`src/rtl/ext_bus_pkg.sv`:
```
/*
  shared constants and carrier types for the external bus port sequencer.
  assumes one core clock per T phase, so one bus cycle is two core clocks.
*/
package ext_bus_pkg;

  // ----------------------------------------------------------------
  // phases and cycle arithmetic
  // ----------------------------------------------------------------
  localparam logic       PH_HIGH           = 1'b0;
  localparam logic       PH_LOW            = 1'b1;
  localparam int         PHASES_PER_CYC    = 2;
  localparam int         GRANT_MIN_BUS_CYC = 2;
  localparam logic [2:0] GRANT_CLKS        = 3'(GRANT_MIN_BUS_CYC * PHASES_PER_CYC);
  localparam logic [3:0] HS_MIN_WS         = 4'h2;
  localparam logic [5:0] IDX_TAIL          = 6'h03;
  localparam logic [5:0] WR_START_WS0      = 6'h01;
  localparam logic [5:0] WR_START_WSN      = 6'h02;
  localparam logic [5:0] RD_START          = 6'h01;

  // ----------------------------------------------------------------
  // spaces and reset values
  // ----------------------------------------------------------------
  localparam logic [1:0]  SPACE_P   = 2'h0;
  localparam logic [1:0]  SPACE_X   = 2'h1;
  localparam logic [1:0]  SPACE_Y   = 2'h2;
  localparam logic [15:0] ADDR_RST  = 16'h0000;
  localparam logic [23:0] DATA_RST  = 24'h000000;
  localparam logic        XY_RST    = 1'b0;

  typedef struct packed {
    logic        ext;
    logic [1:0]  space;
    logic        write;
    logic        rmw;
    logic [15:0] addr;
    logic [23:0] wdata;
  } bus_req_s;

  typedef struct packed {
    logic [3:0] wait_state_count;
    logic       handshake_en;
  } bus_control_config_s;

endpackage

```
`src/rtl/external_bus_port_sequencer.sv`:
```
/*
  external memory port sequencer: address, data, strobes, space selects,
  wait states, strobe/wait handshake, bus request/grant and rmw sequences.
  assumes the core presents one request at a time and holds it until ready.
*/
`timescale 1ns/10ps
// Operation
// - bus cycle is two T phases
// - insert 0 to 15 programmed waits
// - internal access: strobes off, address/xy held
// - internal access drops selects; no toggle between
// - float bus before or with grant
// - grant 2-4 cycles idle, after access otherwise
// - stop: no new grant, keep existing grant; a FLOAT already entered before stop still grants
// - wait mode keeps request/grant logic alive
// - write strobe half/one cycle after address
// - write width one cycle or WS*cyc+tcl
// - bus strobe on after fall, off after rise
// - rmw: address held, bus strobe re-asserted
module external_bus_port_sequencer (
  // clock and reset
  input  wire logic                                i_core_clk,
  input  wire logic                                i_arst_n,
  // core request side
  input  wire logic                                i_req_valid,
  input  ext_bus_pkg::bus_req_s                    i_req,
  output logic                                     o_req_ready,
  output logic                                     o_ack,
  output logic [23:0]                              o_rdata,
  // configuration and power modes
  input  ext_bus_pkg::bus_control_config_s         i_bus_control_config,
  input  wire logic                                i_stop_mode,
  input  wire logic                                i_wait_mode,
  // memory pins
  output logic [15:0]                              o_addr,
  output logic                                     o_addr_oe,
  output logic [23:0]                              o_data,
  output logic                                     o_data_oe,
  input  wire logic [23:0]                         i_data,
  output logic                                     o_rd_n,
  output logic                                     o_wr_n,
  output logic                                     o_xy,
  output logic                                     o_program_space_select_n,
  output logic                                     o_data_space_select_n,
  output logic                                     o_bus_strobe_n,
  output logic                                     o_ctrl_oe,
  input  wire logic                                i_wait_input_n,
  // arbitration pins
  input  wire logic                                i_bus_request_n,
  output logic                                     o_bus_grant_n
);

  // ----------------------------------------------------------------
  // pin synchronisers
  // ----------------------------------------------------------------
  logic [1:0]  arb_s;
  logic [23:0] data_s;
  logic        breq_n_s;
  logic        wt_n_s;

  pin_sync #(.W(2)) u_arb_sync (
    .i_core_clk (i_core_clk),
    .i_arst_n   (i_arst_n),
    .i_async    ({i_bus_request_n, i_wait_input_n}),
    .i_rst_val  (2'h3),
    .o_sync     (arb_s)
  );

  pin_sync #(.W(24)) u_data_sync (
    .i_core_clk (i_core_clk),
    .i_arst_n   (i_arst_n),
    .i_async    (i_data),
    .i_rst_val  (24'hffffff),
    .o_sync     (data_s)
  );

  assign breq_n_s = arb_s[1];
  assign wt_n_s   = arb_s[0];

  // ----------------------------------------------------------------
  // sequencer state
  // ----------------------------------------------------------------
  typedef enum logic [1:0] {ST_IDLE, ST_ACCESS, ST_FLOAT, ST_GRANTED} seq_state_e;

  seq_state_e  state_r, state_nxt;
  logic        phase_r, phase_nxt;
  logic [5:0]  idx_r, idx_nxt;
  logic [3:0]  ws_r, ws_nxt;
  logic        hs_r, hs_nxt;
  logic        write_r, write_nxt;
  logic        rmw_r, rmw_nxt;
  logic [2:0]  gcnt_r, gcnt_nxt;
  logic [15:0] addr_r, addr_nxt;
  logic [23:0] data_r, data_nxt;
  logic [23:0] rdata_r, rdata_nxt;
  logic        xy_r, xy_nxt;
  logic        ps_n_r, ps_n_nxt;
  logic        ds_n_r, ds_n_nxt;
  logic        ack_r, ack_nxt;
  logic        grant_n_r, grant_n_nxt;
  logic [5:0]  idx_end;
  logic [5:0]  wr_start;
  logic        take_ext;
  logic        take_int;

  // handshake forces at least two waits; the far agent relies on it
  logic [3:0] ws_eff;
  assign ws_eff = (i_bus_control_config.handshake_en &&
                   i_bus_control_config.wait_state_count < ext_bus_pkg::HS_MIN_WS) ?
                  ext_bus_pkg::HS_MIN_WS : i_bus_control_config.wait_state_count;

  // access length in phases: strobe ends on the rising phase at idx_end
  assign idx_end  = (ws_r == 4'h0) ? ext_bus_pkg::IDX_TAIL :
                    {1'b0, ws_r, 1'b0} + ext_bus_pkg::IDX_TAIL;
  assign wr_start = (ws_r == 4'h0) ? ext_bus_pkg::WR_START_WS0 :
                    ext_bus_pkg::WR_START_WSN;

  // new external accesses only launch so that idx 0 lands on a low phase
  assign take_ext = (state_r == ST_IDLE) && breq_n_s && i_req_valid && i_req.ext &&
                    (phase_r == ext_bus_pkg::PH_HIGH);
  assign take_int = (state_r == ST_IDLE) && breq_n_s && i_req_valid && !i_req.ext;
  assign o_req_ready = take_ext || take_int;

  always_comb begin
    state_nxt   = state_r;
    phase_nxt   = ~phase_r;
    idx_nxt     = idx_r;
    ws_nxt      = ws_r;
    hs_nxt      = hs_r;
    write_nxt   = write_r;
    rmw_nxt     = rmw_r;
    gcnt_nxt    = gcnt_r;
    addr_nxt    = addr_r;
    data_nxt    = data_r;
    rdata_nxt   = rdata_r;
    xy_nxt      = xy_r;
    ps_n_nxt    = ps_n_r;
    ds_n_nxt    = ds_n_r;
    ack_nxt     = 1'b0;
    grant_n_nxt = grant_n_r;
    case (state_r)
      ST_IDLE: begin
        // wait mode does not gate arbitration, stop mode does
        if (!breq_n_s && !i_stop_mode) begin
          state_nxt = ST_FLOAT;
          gcnt_nxt  = 3'h1;
        end else if (take_int) begin
          // addr and xy keep their last value to save pin power
          ps_n_nxt = 1'b1;
          ds_n_nxt = 1'b1;
          ack_nxt  = 1'b1;
        end else if (take_ext) begin
          state_nxt = ST_ACCESS;
          idx_nxt   = 6'h00;
          ws_nxt    = ws_eff;
          hs_nxt    = i_bus_control_config.handshake_en;
          write_nxt = i_req.write && !i_req.rmw;
          rmw_nxt   = i_req.rmw;
          addr_nxt  = i_req.addr;
          data_nxt  = i_req.wdata;
          xy_nxt    = (i_req.space == ext_bus_pkg::SPACE_Y);
          ps_n_nxt  = (i_req.space != ext_bus_pkg::SPACE_P);
          ds_n_nxt  = (i_req.space == ext_bus_pkg::SPACE_P);
        end
      end
      ST_ACCESS: begin
        if (idx_r == idx_end) begin
          if (!write_r) begin
            rdata_nxt = data_s;
          end
          if (rmw_r) begin
            // second half reuses the address; strobe is off for this phase
            idx_nxt   = 6'h00;
            write_nxt = 1'b1;
            rmw_nxt   = 1'b0;
          end else begin
            state_nxt = ST_IDLE;
            ack_nxt   = 1'b1;
          end
        // stretch in whole bus cycles so the strobe edges keep their clock phase
        end else if (!(hs_r && idx_r == idx_end - 6'h01 &&
                       (!wt_n_s || phase_r != ext_bus_pkg::PH_LOW))) begin
          idx_nxt = idx_r + 6'h01;
        end
      end
      ST_FLOAT: begin
        // grant is deferred past any access because FLOAT is entered from IDLE
        if (breq_n_s) begin
          state_nxt = ST_IDLE;
        end else if (gcnt_r == ext_bus_pkg::GRANT_CLKS) begin
          state_nxt   = ST_GRANTED;
          grant_n_nxt = 1'b0;
        end else begin
          gcnt_nxt = gcnt_r + 3'h1;
        end
      end
      ST_GRANTED: begin
        if (breq_n_s && !i_stop_mode) begin
          state_nxt   = ST_IDLE;
          grant_n_nxt = 1'b1;
        end
      end
      default: begin
        state_nxt = ST_IDLE;
      end
    endcase
  end

  always_ff @(posedge i_core_clk or negedge i_arst_n) begin
    if (!i_arst_n) begin
      state_r   <= ST_IDLE;
      phase_r   <= ext_bus_pkg::PH_HIGH;
      idx_r     <= 6'h00;
      ws_r      <= 4'h0;
      hs_r      <= 1'b0;
      write_r   <= 1'b0;
      rmw_r     <= 1'b0;
      gcnt_r    <= 3'h0;
      addr_r    <= ext_bus_pkg::ADDR_RST;
      data_r    <= ext_bus_pkg::DATA_RST;
      rdata_r   <= ext_bus_pkg::DATA_RST;
      xy_r      <= ext_bus_pkg::XY_RST;
      ps_n_r    <= 1'b1;
      ds_n_r    <= 1'b1;
      ack_r     <= 1'b0;
      grant_n_r <= 1'b1;
    end else begin
      state_r   <= state_nxt;
      phase_r   <= phase_nxt;
      idx_r     <= idx_nxt;
      ws_r      <= ws_nxt;
      hs_r      <= hs_nxt;
      write_r   <= write_nxt;
      rmw_r     <= rmw_nxt;
      gcnt_r    <= gcnt_nxt;
      addr_r    <= addr_nxt;
      data_r    <= data_nxt;
      rdata_r   <= rdata_nxt;
      xy_r      <= xy_nxt;
      ps_n_r    <= ps_n_nxt;
      ds_n_r    <= ds_n_nxt;
      ack_r     <= ack_nxt;
      grant_n_r <= grant_n_nxt;
    end
  end

  // ----------------------------------------------------------------
  // pin drive
  // ----------------------------------------------------------------
  logic in_acc;
  logic drive;
  assign in_acc = (state_r == ST_ACCESS) && (idx_r != idx_end);
  assign drive  = (state_r == ST_IDLE) || (state_r == ST_ACCESS);

  assign o_bus_strobe_n = !in_acc;
  assign o_rd_n         = !(in_acc && !write_r && idx_r >= ext_bus_pkg::RD_START);
  assign o_wr_n         = !(in_acc && write_r && idx_r >= wr_start);
  assign o_addr         = addr_r;
  assign o_addr_oe      = drive;
  assign o_data         = data_r;
  assign o_data_oe      = (state_r == ST_ACCESS) && write_r;
  assign o_xy           = xy_r;
  assign o_program_space_select_n = ps_n_r;
  assign o_data_space_select_n    = ds_n_r;
  assign o_ctrl_oe      = drive;
  assign o_bus_grant_n  = grant_n_r;
  assign o_ack          = ack_r;
  assign o_rdata        = rdata_r;
endmodule // external_bus_port_sequencer

```
`src/rtl/pin_sync.sv`:
```
/*
  two-flop synchroniser for pins entering the core clock domain.
  assumes each bit is independent; multi-bit buses must be quiet when read.
*/
`timescale 1ns/10ps
module pin_sync #(
  parameter int W = 1
) (
  // clock and reset
  input  wire logic         i_core_clk,
  input  wire logic         i_arst_n,
  // data
  input  wire logic [W-1:0] i_async,
  input  wire logic [W-1:0] i_rst_val,
  output logic      [W-1:0] o_sync
);

  logic [W-1:0] meta_r;
  logic [W-1:0] sync_r;

  // reset to all ones: every synced pin here idles high
  always_ff @(posedge i_core_clk or negedge i_arst_n) begin
    if (!i_arst_n) begin
      meta_r <= '1;
      sync_r <= '1;
    end else begin
      meta_r <= i_async;
      sync_r <= meta_r;
    end
  end

  assign o_sync = sync_r & (i_rst_val | ~i_rst_val);

endmodule // pin_sync

```
`config.mk`:
```
export PLATFORM = sky130hd
export DESIGN_NAME = external_bus_port_sequencer
export DESIGN_NICKNAME = d
export VERILOG_FILES = /design/src/rtl/ext_bus_pkg.sv /design/src/rtl/external_bus_port_sequencer.sv /design/src/rtl/pin_sync.sv
export SDC_FILE = /design/constraint.sdc
export NUM_CORES = 1
export LEC_CHECK = 0
export ABC_AREA = 1
export CAP_MARGIN = 30
export CORE_ASPECT_RATIO = 1.5
export CORE_MARGIN = 2
export CORE_UTILIZATION = 50
export DETAILED_ROUTE_END_ITERATION = 10
export DONT_BUFFER_PORTS = 1
export GPL_TIMING_DRIVEN = 0
export HOLD_SLACK_MARGIN = 0.02
export SLEW_MARGIN = 15
export SYNTH_ARGS = -nofsm -noshare
export SYNTH_HDL_FRONTEND = slang
export SYNTH_SLANG_ARGS = --single-unit
```
`constraint.sdc`:
```
create_clock -name i_core_clk -period 4.2 [get_ports i_core_clk]
set_input_delay 0.84 -clock i_core_clk [delete_from_list [all_inputs] [get_ports i_core_clk]]
set_output_delay 0.84 -clock i_core_clk [all_outputs]
set_load 0.02 [all_outputs]
```
-- Word-level counts from Yosys, hierarchy flattened
Cells that the tools add are included.
- equality and inequality tests: 24
- reduce and logical (&&, ||, !) cells: 46
- add/sub/neg operators: 4
- bitwise logic cells: 4
- multiplexer cells: 47
- order comparisons: 3
- operator list (cell ; number):
    $mux 6 ; 7
    $ne 2x2->1 const B ; 11
    $mux 1 ; 20
    $mux 2 ; 9
    $reduce_and 6->1 ; 3
    $logic_and 1x1->1 ; 17
    $eq 6x6->1 ; 2
    $ne 3x3->1 const B ; 4
    $pmux 6 s2 ; 1
    $reduce_and 4->1 ; 3
    $reduce_bool 2->1 ; 5
    $logic_not 1->1 ; 9
    $mux 3 ; 3
    $pmux 1 s2 ; 4
    $pmux 2 s4 ; 1
    $add 5x2->6 const B ; 1
    $add 6x1->6 const B ; 1
    $eq 2x2->1 const B ; 3
    $ge 6x1->1 const B ; 1
    $ge 6x2->1 ; 1
    $ne 6x6->1 ; 1
    $pmux 3 s2 ; 1
    $reduce_and 3->1 ; 2
    $sub 6x1->6 const B ; 1
    other kinds (11) ; 17
- bits in registers: 140
- input bits: 81
- output and inout port bits: 76

-- Logic depth before layout (Yosys ltp)
Gate-level depths: netlist of run 1.
- word-level depth: 9
- depth in mapped cells: 13

-- Hierarchy
A second synthesis of run 1 with hierarchy kept.
- cells, all modules: 550
- area, all modules: 5480.3 sq um
- modules (own cells, without submodules) (module ; area an instance (sq um) ; cells an instance ; seq. area each (sq um) ; times used):
    external_bus_port_sequencer ; 4113.9 ; 498 ; 2205.9 ; 1
    pin_sync (u_data_sync) ; 1261.2 ; 48 ; 1261.2 ; 1
    pin_sync (u_arb_sync) ; 105.1 ; 4 ; 105.1 ; 1

-- Least setup slack after synthesis of run 1
Ideal clock, no wire load.
- path kind: input to output
- start: in i_req_valid
- end: out o_req_ready
- buffers on the path: 1
- arrival time: 1524 ps
- data required time: 3360 ps
- stages on the path: 5
- slack: 1836 ps
- cells stage by stage: nand2_1 nor2_2 nand3_2 clkbuf_1 nand2_1
- cells in the longest elaborated chain, start to end: 4
- elaborated cells between the ends (all ways): 5
- classes of those cells: 5 x reduce/logical
- RTL lines (what ; RTL line ; RTL):
    start, declared ; external_bus_port_sequencer.sv:25 ; input wire logic i_req_valid,
    $logic_and 1x1->1 (*) ; external_bus_port_sequencer.sv:119, external_bus_port_sequencer.sv:121 ;
    $logic_and 1x1->1 (2 in series) ; external_bus_port_sequencer.sv:119 ; assign take_ext = (state_r == ST_IDLE) && breq_n_s && i_req_valid && i_req.ext &&
    $logic_or 1x1->1 (*) ; external_bus_port_sequencer.sv:122 ; assign o_req_ready = take_ext || take_int;
    end, declared ; external_bus_port_sequencer.sv:27 ; output logic o_req_ready,
Mark *: on every way between the ends. The rest lies on a longest branch, timed or not.

-- Worst setup path in the final report of run 1
- start: reg state_r[0]
- end: out o_rd_n
- cells in the longest elaborated chain, start to end: 5
- RTL lines (what ; RTL line ; RTL):
    start, declared ; external_bus_port_sequencer.sv:85 ; seq_state_e state_r, state_nxt;
    start signal, assigned ; external_bus_port_sequencer.sv:228 ; state_r <= state_nxt;
    $eq 2x1->1 ; external_bus_port_sequencer.sv:252 ; assign in_acc = (state_r == ST_ACCESS) && (idx_r != idx_end);
    $logic_and 1x1->1 ; external_bus_port_sequencer.sv:252 ;
    $logic_and 1x1->1 (2 in series) ; external_bus_port_sequencer.sv:256 ; assign o_rd_n = !(in_acc && !write_r && idx_r >= ext_bus_pkg::RD_START);
    $logic_not 1->1 ; external_bus_port_sequencer.sv:256 ;
    end, declared ; external_bus_port_sequencer.sv:40 ; output logic o_rd_n,
Every way passes these cells.

==> reports/results.ini, run 1 <==
[outcome]
status = finished, final reports clean

[timing]
slew_headroom_pct = 69.1
finalMaxSlewViolations = 0
rsz0062_at_grt = no
setup_tns_ps = 0
fin_crit_sh_pct = 71.4
finClkSkew_ps = 7.10
worst_slew_pin_slew_ps = 463
max_freq_mhz = 334
hold_viol = 0
setup_slack_ps = 1200
period_minus_slack_ps = 3000
setup-violations-final = 0

[clock_tree]
clk_path_buf_depth = 2
clock_latency_ps = 410
cts_made_buffers = 17
postCtsResizedCells = 0
postCtsSetupBuffers = 0
clk_pin_slew_ps = 60
cts_max_level = 4
root_buffer = clkbuf_16
cts_num_sinks = 140
cts_tree = built
hold_buffers = 0

[placement]
numPortBuffers = 0
gp_congestion = 0.781
dpl_worst_slack_ps = 1570
hpwl_microns = 7610

[global_routing]
grt_pass1_vias = 3570
gr-total-overflow = 0
grt_first_pass_wirelength_microns = 17600
grt_use_total_pct = 19.7
busiest_layer = met2
met1_usage_pct = 22.6
antenna_found_initial = 0
grt_util_met3_pct = 6.20
use_met2_pct = 32.9
grt_max_degree = 141

[worst_setup_path]
timing.rr.start = ws_r[0]
reg2reg_to = idx_r[1]
crit_type = reg2out
r2r_cells = 12
crit_path_max_fanout = 10
required_ps = 3360
regToRegSetupSlack_ps = 2160
cp-start-kind = flip-flop
arrival_ps = 2160
endpoint_kind = output pin
crit_path_start = state_r[0]

[synth]
synthAdderAreaFrac_pct = 2.07
synth.avg_cell_area_sq_um = 10.0
yosys.area_share.simple_pct = 24.3
synth.most_common_cell = nand2_1
synth_edf_count = 0
synth-compound-area-share_pct = 2.60
synth_top_family_by_area = simple AND/OR/NAND/NOR gates
synth_xor_area_share_pct = 0.966
async_reset_ff_share_pct = 100
synth_top_area_cell = dfrtp_1
netlist_instances = 543
syn_nets = 633
synth_area_leaders = dfrtp_1 39%, dfstp_2 27%, nand2_1 15%
synth-main-ff-cell = dfrtp_1
synth_top_cell_area_share_pct = 39.1
yosysWarningCount = 0
synthMuxAreaShare_pct = 0
ys_top_cells_by_count = 222 x nand2_1, 85 x dfrtp_1, 55 x dfstp_2
ys_seq_area_share_pct = 65.7
synth-seq-cells = 140
synth_area_sq_mm = 0.00544
synth.distinct_cells = 31

[routing]
wl_microns = 10800
ant_nets = 0
vias = 3569
drtIter0Drc = 166
drc_errors = 0
vias_per_cell = 4.96
wl_per_cell_microns = 15.1
firstDrtPassIters = 4

[final_layout]
final_util_pct = 58.8
antenna_cells = 0
area_growth_pct = 14.5
drive_above_1_share_pct = 20.2
finalNetCount = 652

[hold_path]
min_path_type = in2async

[power]
p_leak_nw = 3.15
p_total_w = 0.00466
vdd.ir_drop.worst_v = 0.000358
p_per_area_mw_per_mm2 = 749

[job]
drv_cap = 0

[die]
io_pins = 157
die_width_microns = 89.2
start_util_pct = 51.4
die-area_sq_mm = 0.0117
coreArea_sq_mm = 0.0106
num_rows = 46
die_h_microns = 132

power breakdown:
| part | internal, W | switching [W] |
|---|---|---|
| Clock | 0.000945 | 0.000581 |
| Sequential | 0.00172 | 0.000597 |
| Combinational | 0.000295 | 0.000522 |
| Total | 0.00296 | 0.00170 |
critical path, cell delays in order, from the launching register on:
cell and delay, ps:
dfrtp_1 390, inv_2 80, nor2_1 180, inv_2 120, nor2_2 380, buf_2 310, nand3_1 270
registers in the layout, summed over array words and instances (netlist names), 2 cells and up:
name / flops
o_data: 24
o_rdata: 24
u_data_sync.meta_r: 24
u_data_sync.sync_r: 24
o_addr: 16
idx_r: 6
ws_r: 4
gcnt_r: 3
state_r: 2
u_arb_sync.meta_r: 2
u_arb_sync.sync_r: 2
per-stage QoR:
step	hold slack [ps]	std cells	instance area [sq um]
6_report	123	719	6230
5_1_grt	93.8	719	6230
4_1_cts	98.6	719	6230
3_5_place_dp	347	687	5620
3_3_place_gp	346	687	5620
2_1_floorplan	345	543	5440
logic make-up (layout without fill, tap and decap cells):
logic type,Yosys count,in the layout
compound gates,23,23
buf+inv,54,86
fa+ha+maj,9,9
simple gates,311,311
flops,140,140
xor+xnor,6,6
layout make-up:
cell class                      instances  area [sq um]
Sequential cell                       140          3570
Clock inverter                         14           181
Inverter                               36           135
Tap cell                              144           180
Clock buffer                           18           429
Multi-Input combinational cell        349          1630
Buffer                                 18           103
Fill cell                             940          4360
layout by cell type (no fill, tap or decap), types with 4 or more instances in the layout:
master	netlist	routed
clkbuf_1	6	7
inv_1	31	31
buf_2	7	7
clkinv_4	0	4
nand2_1	222	222
nor2_2	4	4
nand3_1	48	48
o21ai_0	13	13
a21oi_1	4	4
inv_6	0	5
dfstp_2	55	55
dfrtp_1	85	85
clkbuf_16	0	17
nor2_1	21	21
ha_1	9	9
inv_2	4	4
how the worst max path moves through the flow:
stage,to,cells past startpoint
2_1_floorplan,o_req_ready,5
3_3_place_gp,o_req_ready,5
3_5_place_dp,o_rd_n,6
4_1_cts,o_rd_n,6
5_1_grt,o_rd_n,6
6_report,o_rd_n,6
per-layer routing:
layer | vias up | share of wire, %
li1 | 1735 | -
met1 | 1685 | 37
met2 | 129 | 53
met3 | 20 | 7.0
met4 | 0 | 2.4
met5 | - | 0
Note: power is estimated with default switching activity, not from simulation.
==> run 2, diff against run 1 <==
==> constraint.sdc (replaced) <==
create_clock -name i_core_clk -period 3 [get_ports i_core_clk]
set_input_delay 0.6 -clock i_core_clk [delete_from_list [all_inputs] [get_ports i_core_clk]]
set_output_delay 0.6 -clock i_core_clk [all_outputs]
set_load 0.02 [all_outputs]
==> run 2 against run 1 <==
- flip-flop and latch count is the same
- sequential power rose by 40%
- register-to-register slack worse by 1200 ps
==> reports/results.ini, run 2 (synthesis results as in run 1) <==
[routing]
wl_microns = 11100  ; +2.7%
vias = 3611  ; +1.2%
drtIter0Drc = 163  ; -1.8%
wl_per_cell_microns = 15.4  ; +2.0%
ant_nets = 0  ; unchanged
vias_per_cell = 4.99  ; +0.48%
drc_errors = 0  ; unchanged
firstDrtPassIters = 4  ; unchanged

[power]
vdd.ir_drop.worst_v = 0.000502  ; +40%
p_leak_nw = 3.19  ; +1.1%
p_per_area_mw_per_mm2 = 1040  ; +39%

[final_layout]
antenna_cells = 0  ; unchanged
stdcell_count = 724  ; +0.70%
fillers = 930  ; -1.1%
mostFrequentLayoutCells = 222 x nand2_1, 85 x dfrtp_1, 55 x dfstp_2
finalNetCount = 657  ; +0.77%
area_growth_pct = 16.0
stdcell_area_sq_mm = 0.00631  ; +1.2%
drive_above_1_share_pct = 20.5  ; +0.34 points
final_common_cell = nand2_1

[timing]
setup-violations-final = 0  ; unchanged
hold_viol = 0  ; unchanged
finalMaxSlewViolations = 0  ; unchanged
setup_tns_ps = 0  ; unchanged
rsz0062_at_grt = no
period_minus_slack_ps = 2760
max_freq_mhz = 362
finClkSkew_ps = 5.94  ; -1.16 ps
slew_headroom_pct = 62.2  ; -6.9 points
setup_slack_ps = 240  ; -962 ps
worst_slew_pin_slew_ps = 565  ; +102 ps
fin_crit_sh_pct = 92.0

[worst_setup_path]
crit_path_max_fanout = 10  ; unchanged
cp_top_family = simple AND/OR/NAND/NOR gates
required_ps = 2400  ; -960 ps
crit_slowest_cell = dfrtp_1
cpMostUsedCell = inv_2
max_stage_delay_ps = 390  ; about the same
crit_type = reg2out
arrival_ps = 2160  ; about the same
r2r_cells = 12  ; unchanged
crit_cells = 6  ; unchanged
endpoint_kind = output pin
path_buf_inv = 3  ; unchanged
cp-start-kind = flip-flop
cp_cell_sequence = inv_2, nor2_1, inv_2, nor2_2, buf_2, nand3_1

[clock_tree]
postCtsSetupBuffers = 0  ; unchanged
clk_pin_slew_ps = 60  ; about the same
cts_made_buffers = 17  ; unchanged
cts_tree = built
root_buffer = clkbuf_16
cts_max_level = 4  ; unchanged
clock_latency_ps = 410  ; about the same
hold_buffers = 3  ; +3
clk_path_buf_depth = 2  ; unchanged
cts_num_sinks = 140  ; unchanged
postCtsResizedCells = 0  ; unchanged

[placement]
hpwl_microns = 7610  ; unchanged
dp.cells = 687  ; unchanged
place_area_sq_mm = 0.00562  ; unchanged
gp_congestion = 0.781  ; unchanged
dpl_worst_slack_ps = 613  ; -960 ps
numPortBuffers = 0  ; unchanged

[global_routing]
grt_use_total_pct = 20.3  ; +0.61 points
met1_usage_pct = 22.9  ; +0.34 points
antenna_found_initial = 0  ; unchanged
gr-total-overflow = 0  ; unchanged
grt_max_degree = 100  ; -29%
busiest_layer = met2
grt_pass1_vias = 3639  ; +1.9%
use_met2_pct = 34.4  ; +1.5 points
grt_util_met3_pct = 6.20  ; unchanged
grt_first_pass_wirelength_microns = 18000  ; +2.4%

[hold_path]
min_path_type = in2async

[die]
io_pins = 157  ; unchanged
die_width_microns = 89.2  ; unchanged
coreArea_sq_mm = 0.0106  ; unchanged
die-area_sq_mm = 0.0117  ; unchanged
num_rows = 46  ; unchanged
start_util_pct = 51.4  ; unchanged
die_h_microns = 132  ; unchanged

[outcome]
status = finished, final reports clean

[job]
drv_cap = 0  ; unchanged

## run 2: changes by cell type in the layout (fill, tap and decap cells not counted), sizes merged
cell         before  now
dlygate4sd3       0    2
buf              12   15
## run 2: worst register-to-register path, cell delays in order (launching register included)
cell and delay, ps:
dfrtp_1 410, ha_1 240, nand2_1 80, clkinv_1 90, nor2_2 140, nand3_1 120
nand2_1 80, nor2_1 40, nand2_1 180, nand2_2 240, nor2_1 180, nand3_1 110
nand2_1 90
## run 2: final cells by class
type / count / area, sq um / share of cell area [%]
buffer: 18 / 103 / 1.63
clock buffer: 18 / 429 / 6.80
clock inverter: 14 / 181 / 2.88
inverter: 36 / 135 / 2.14
multi-input combinational: 349 / 1630 / 25.8
sequential: 140 / 3570 / 56.6
tap: 144 / 180 / 2.86
timing repair buffer: 5 / 77.6 / 1.23
## run 2: per-stage QoR
stage	power [W]	hold slack, ps	utilization [%]
floorplan	0.00412	304	-
global placement	0.00438	307	53.1
detailed placement	0.00444	307	53.1
CTS	0.00666	119	59.3
global route	0.00699	119	59.6
finish	0.00658	79.0	59.6
## run 2: routing by layer
| metal | wire length (microns) | vias up |
|---|---|---|
| li1 | - | 1743 |
| met1 | 4110 | 1707 |
| met2 | 5970 | 138 |
| met3 | 771 | 23 |
| met4 | 282 | 0 |
| met5 | 0 | - |
## run 2: worst paths after layout
path | from | end | slack (ps)
worst max-delay path | state_r[0] | o_rd_n | 240
worst min-delay path | i_arst_n | o_rdata[0] | 80
worst max register to register | ws_r[0] | idx_r[1] | 950
worst min register to register | u_data_sync.meta_r[8] | u_data_sync.sync_r[8] | 350
max in group asynchronous | i_arst_n | u_data_sync.sync_r[4] | 1810
min in group i_core_clk | i_data[10] | u_data_sync.meta_r[10] | 180
## run 2: power breakdown
part	internal (W)	total [W]	switching, W	leakage [nW]
Sequential	0.00241	0.00325	0.000837	1.68
Clock	0.00132	0.00214	0.000816	0.296
Combinational	0.000422	0.00119	0.000769	1.21
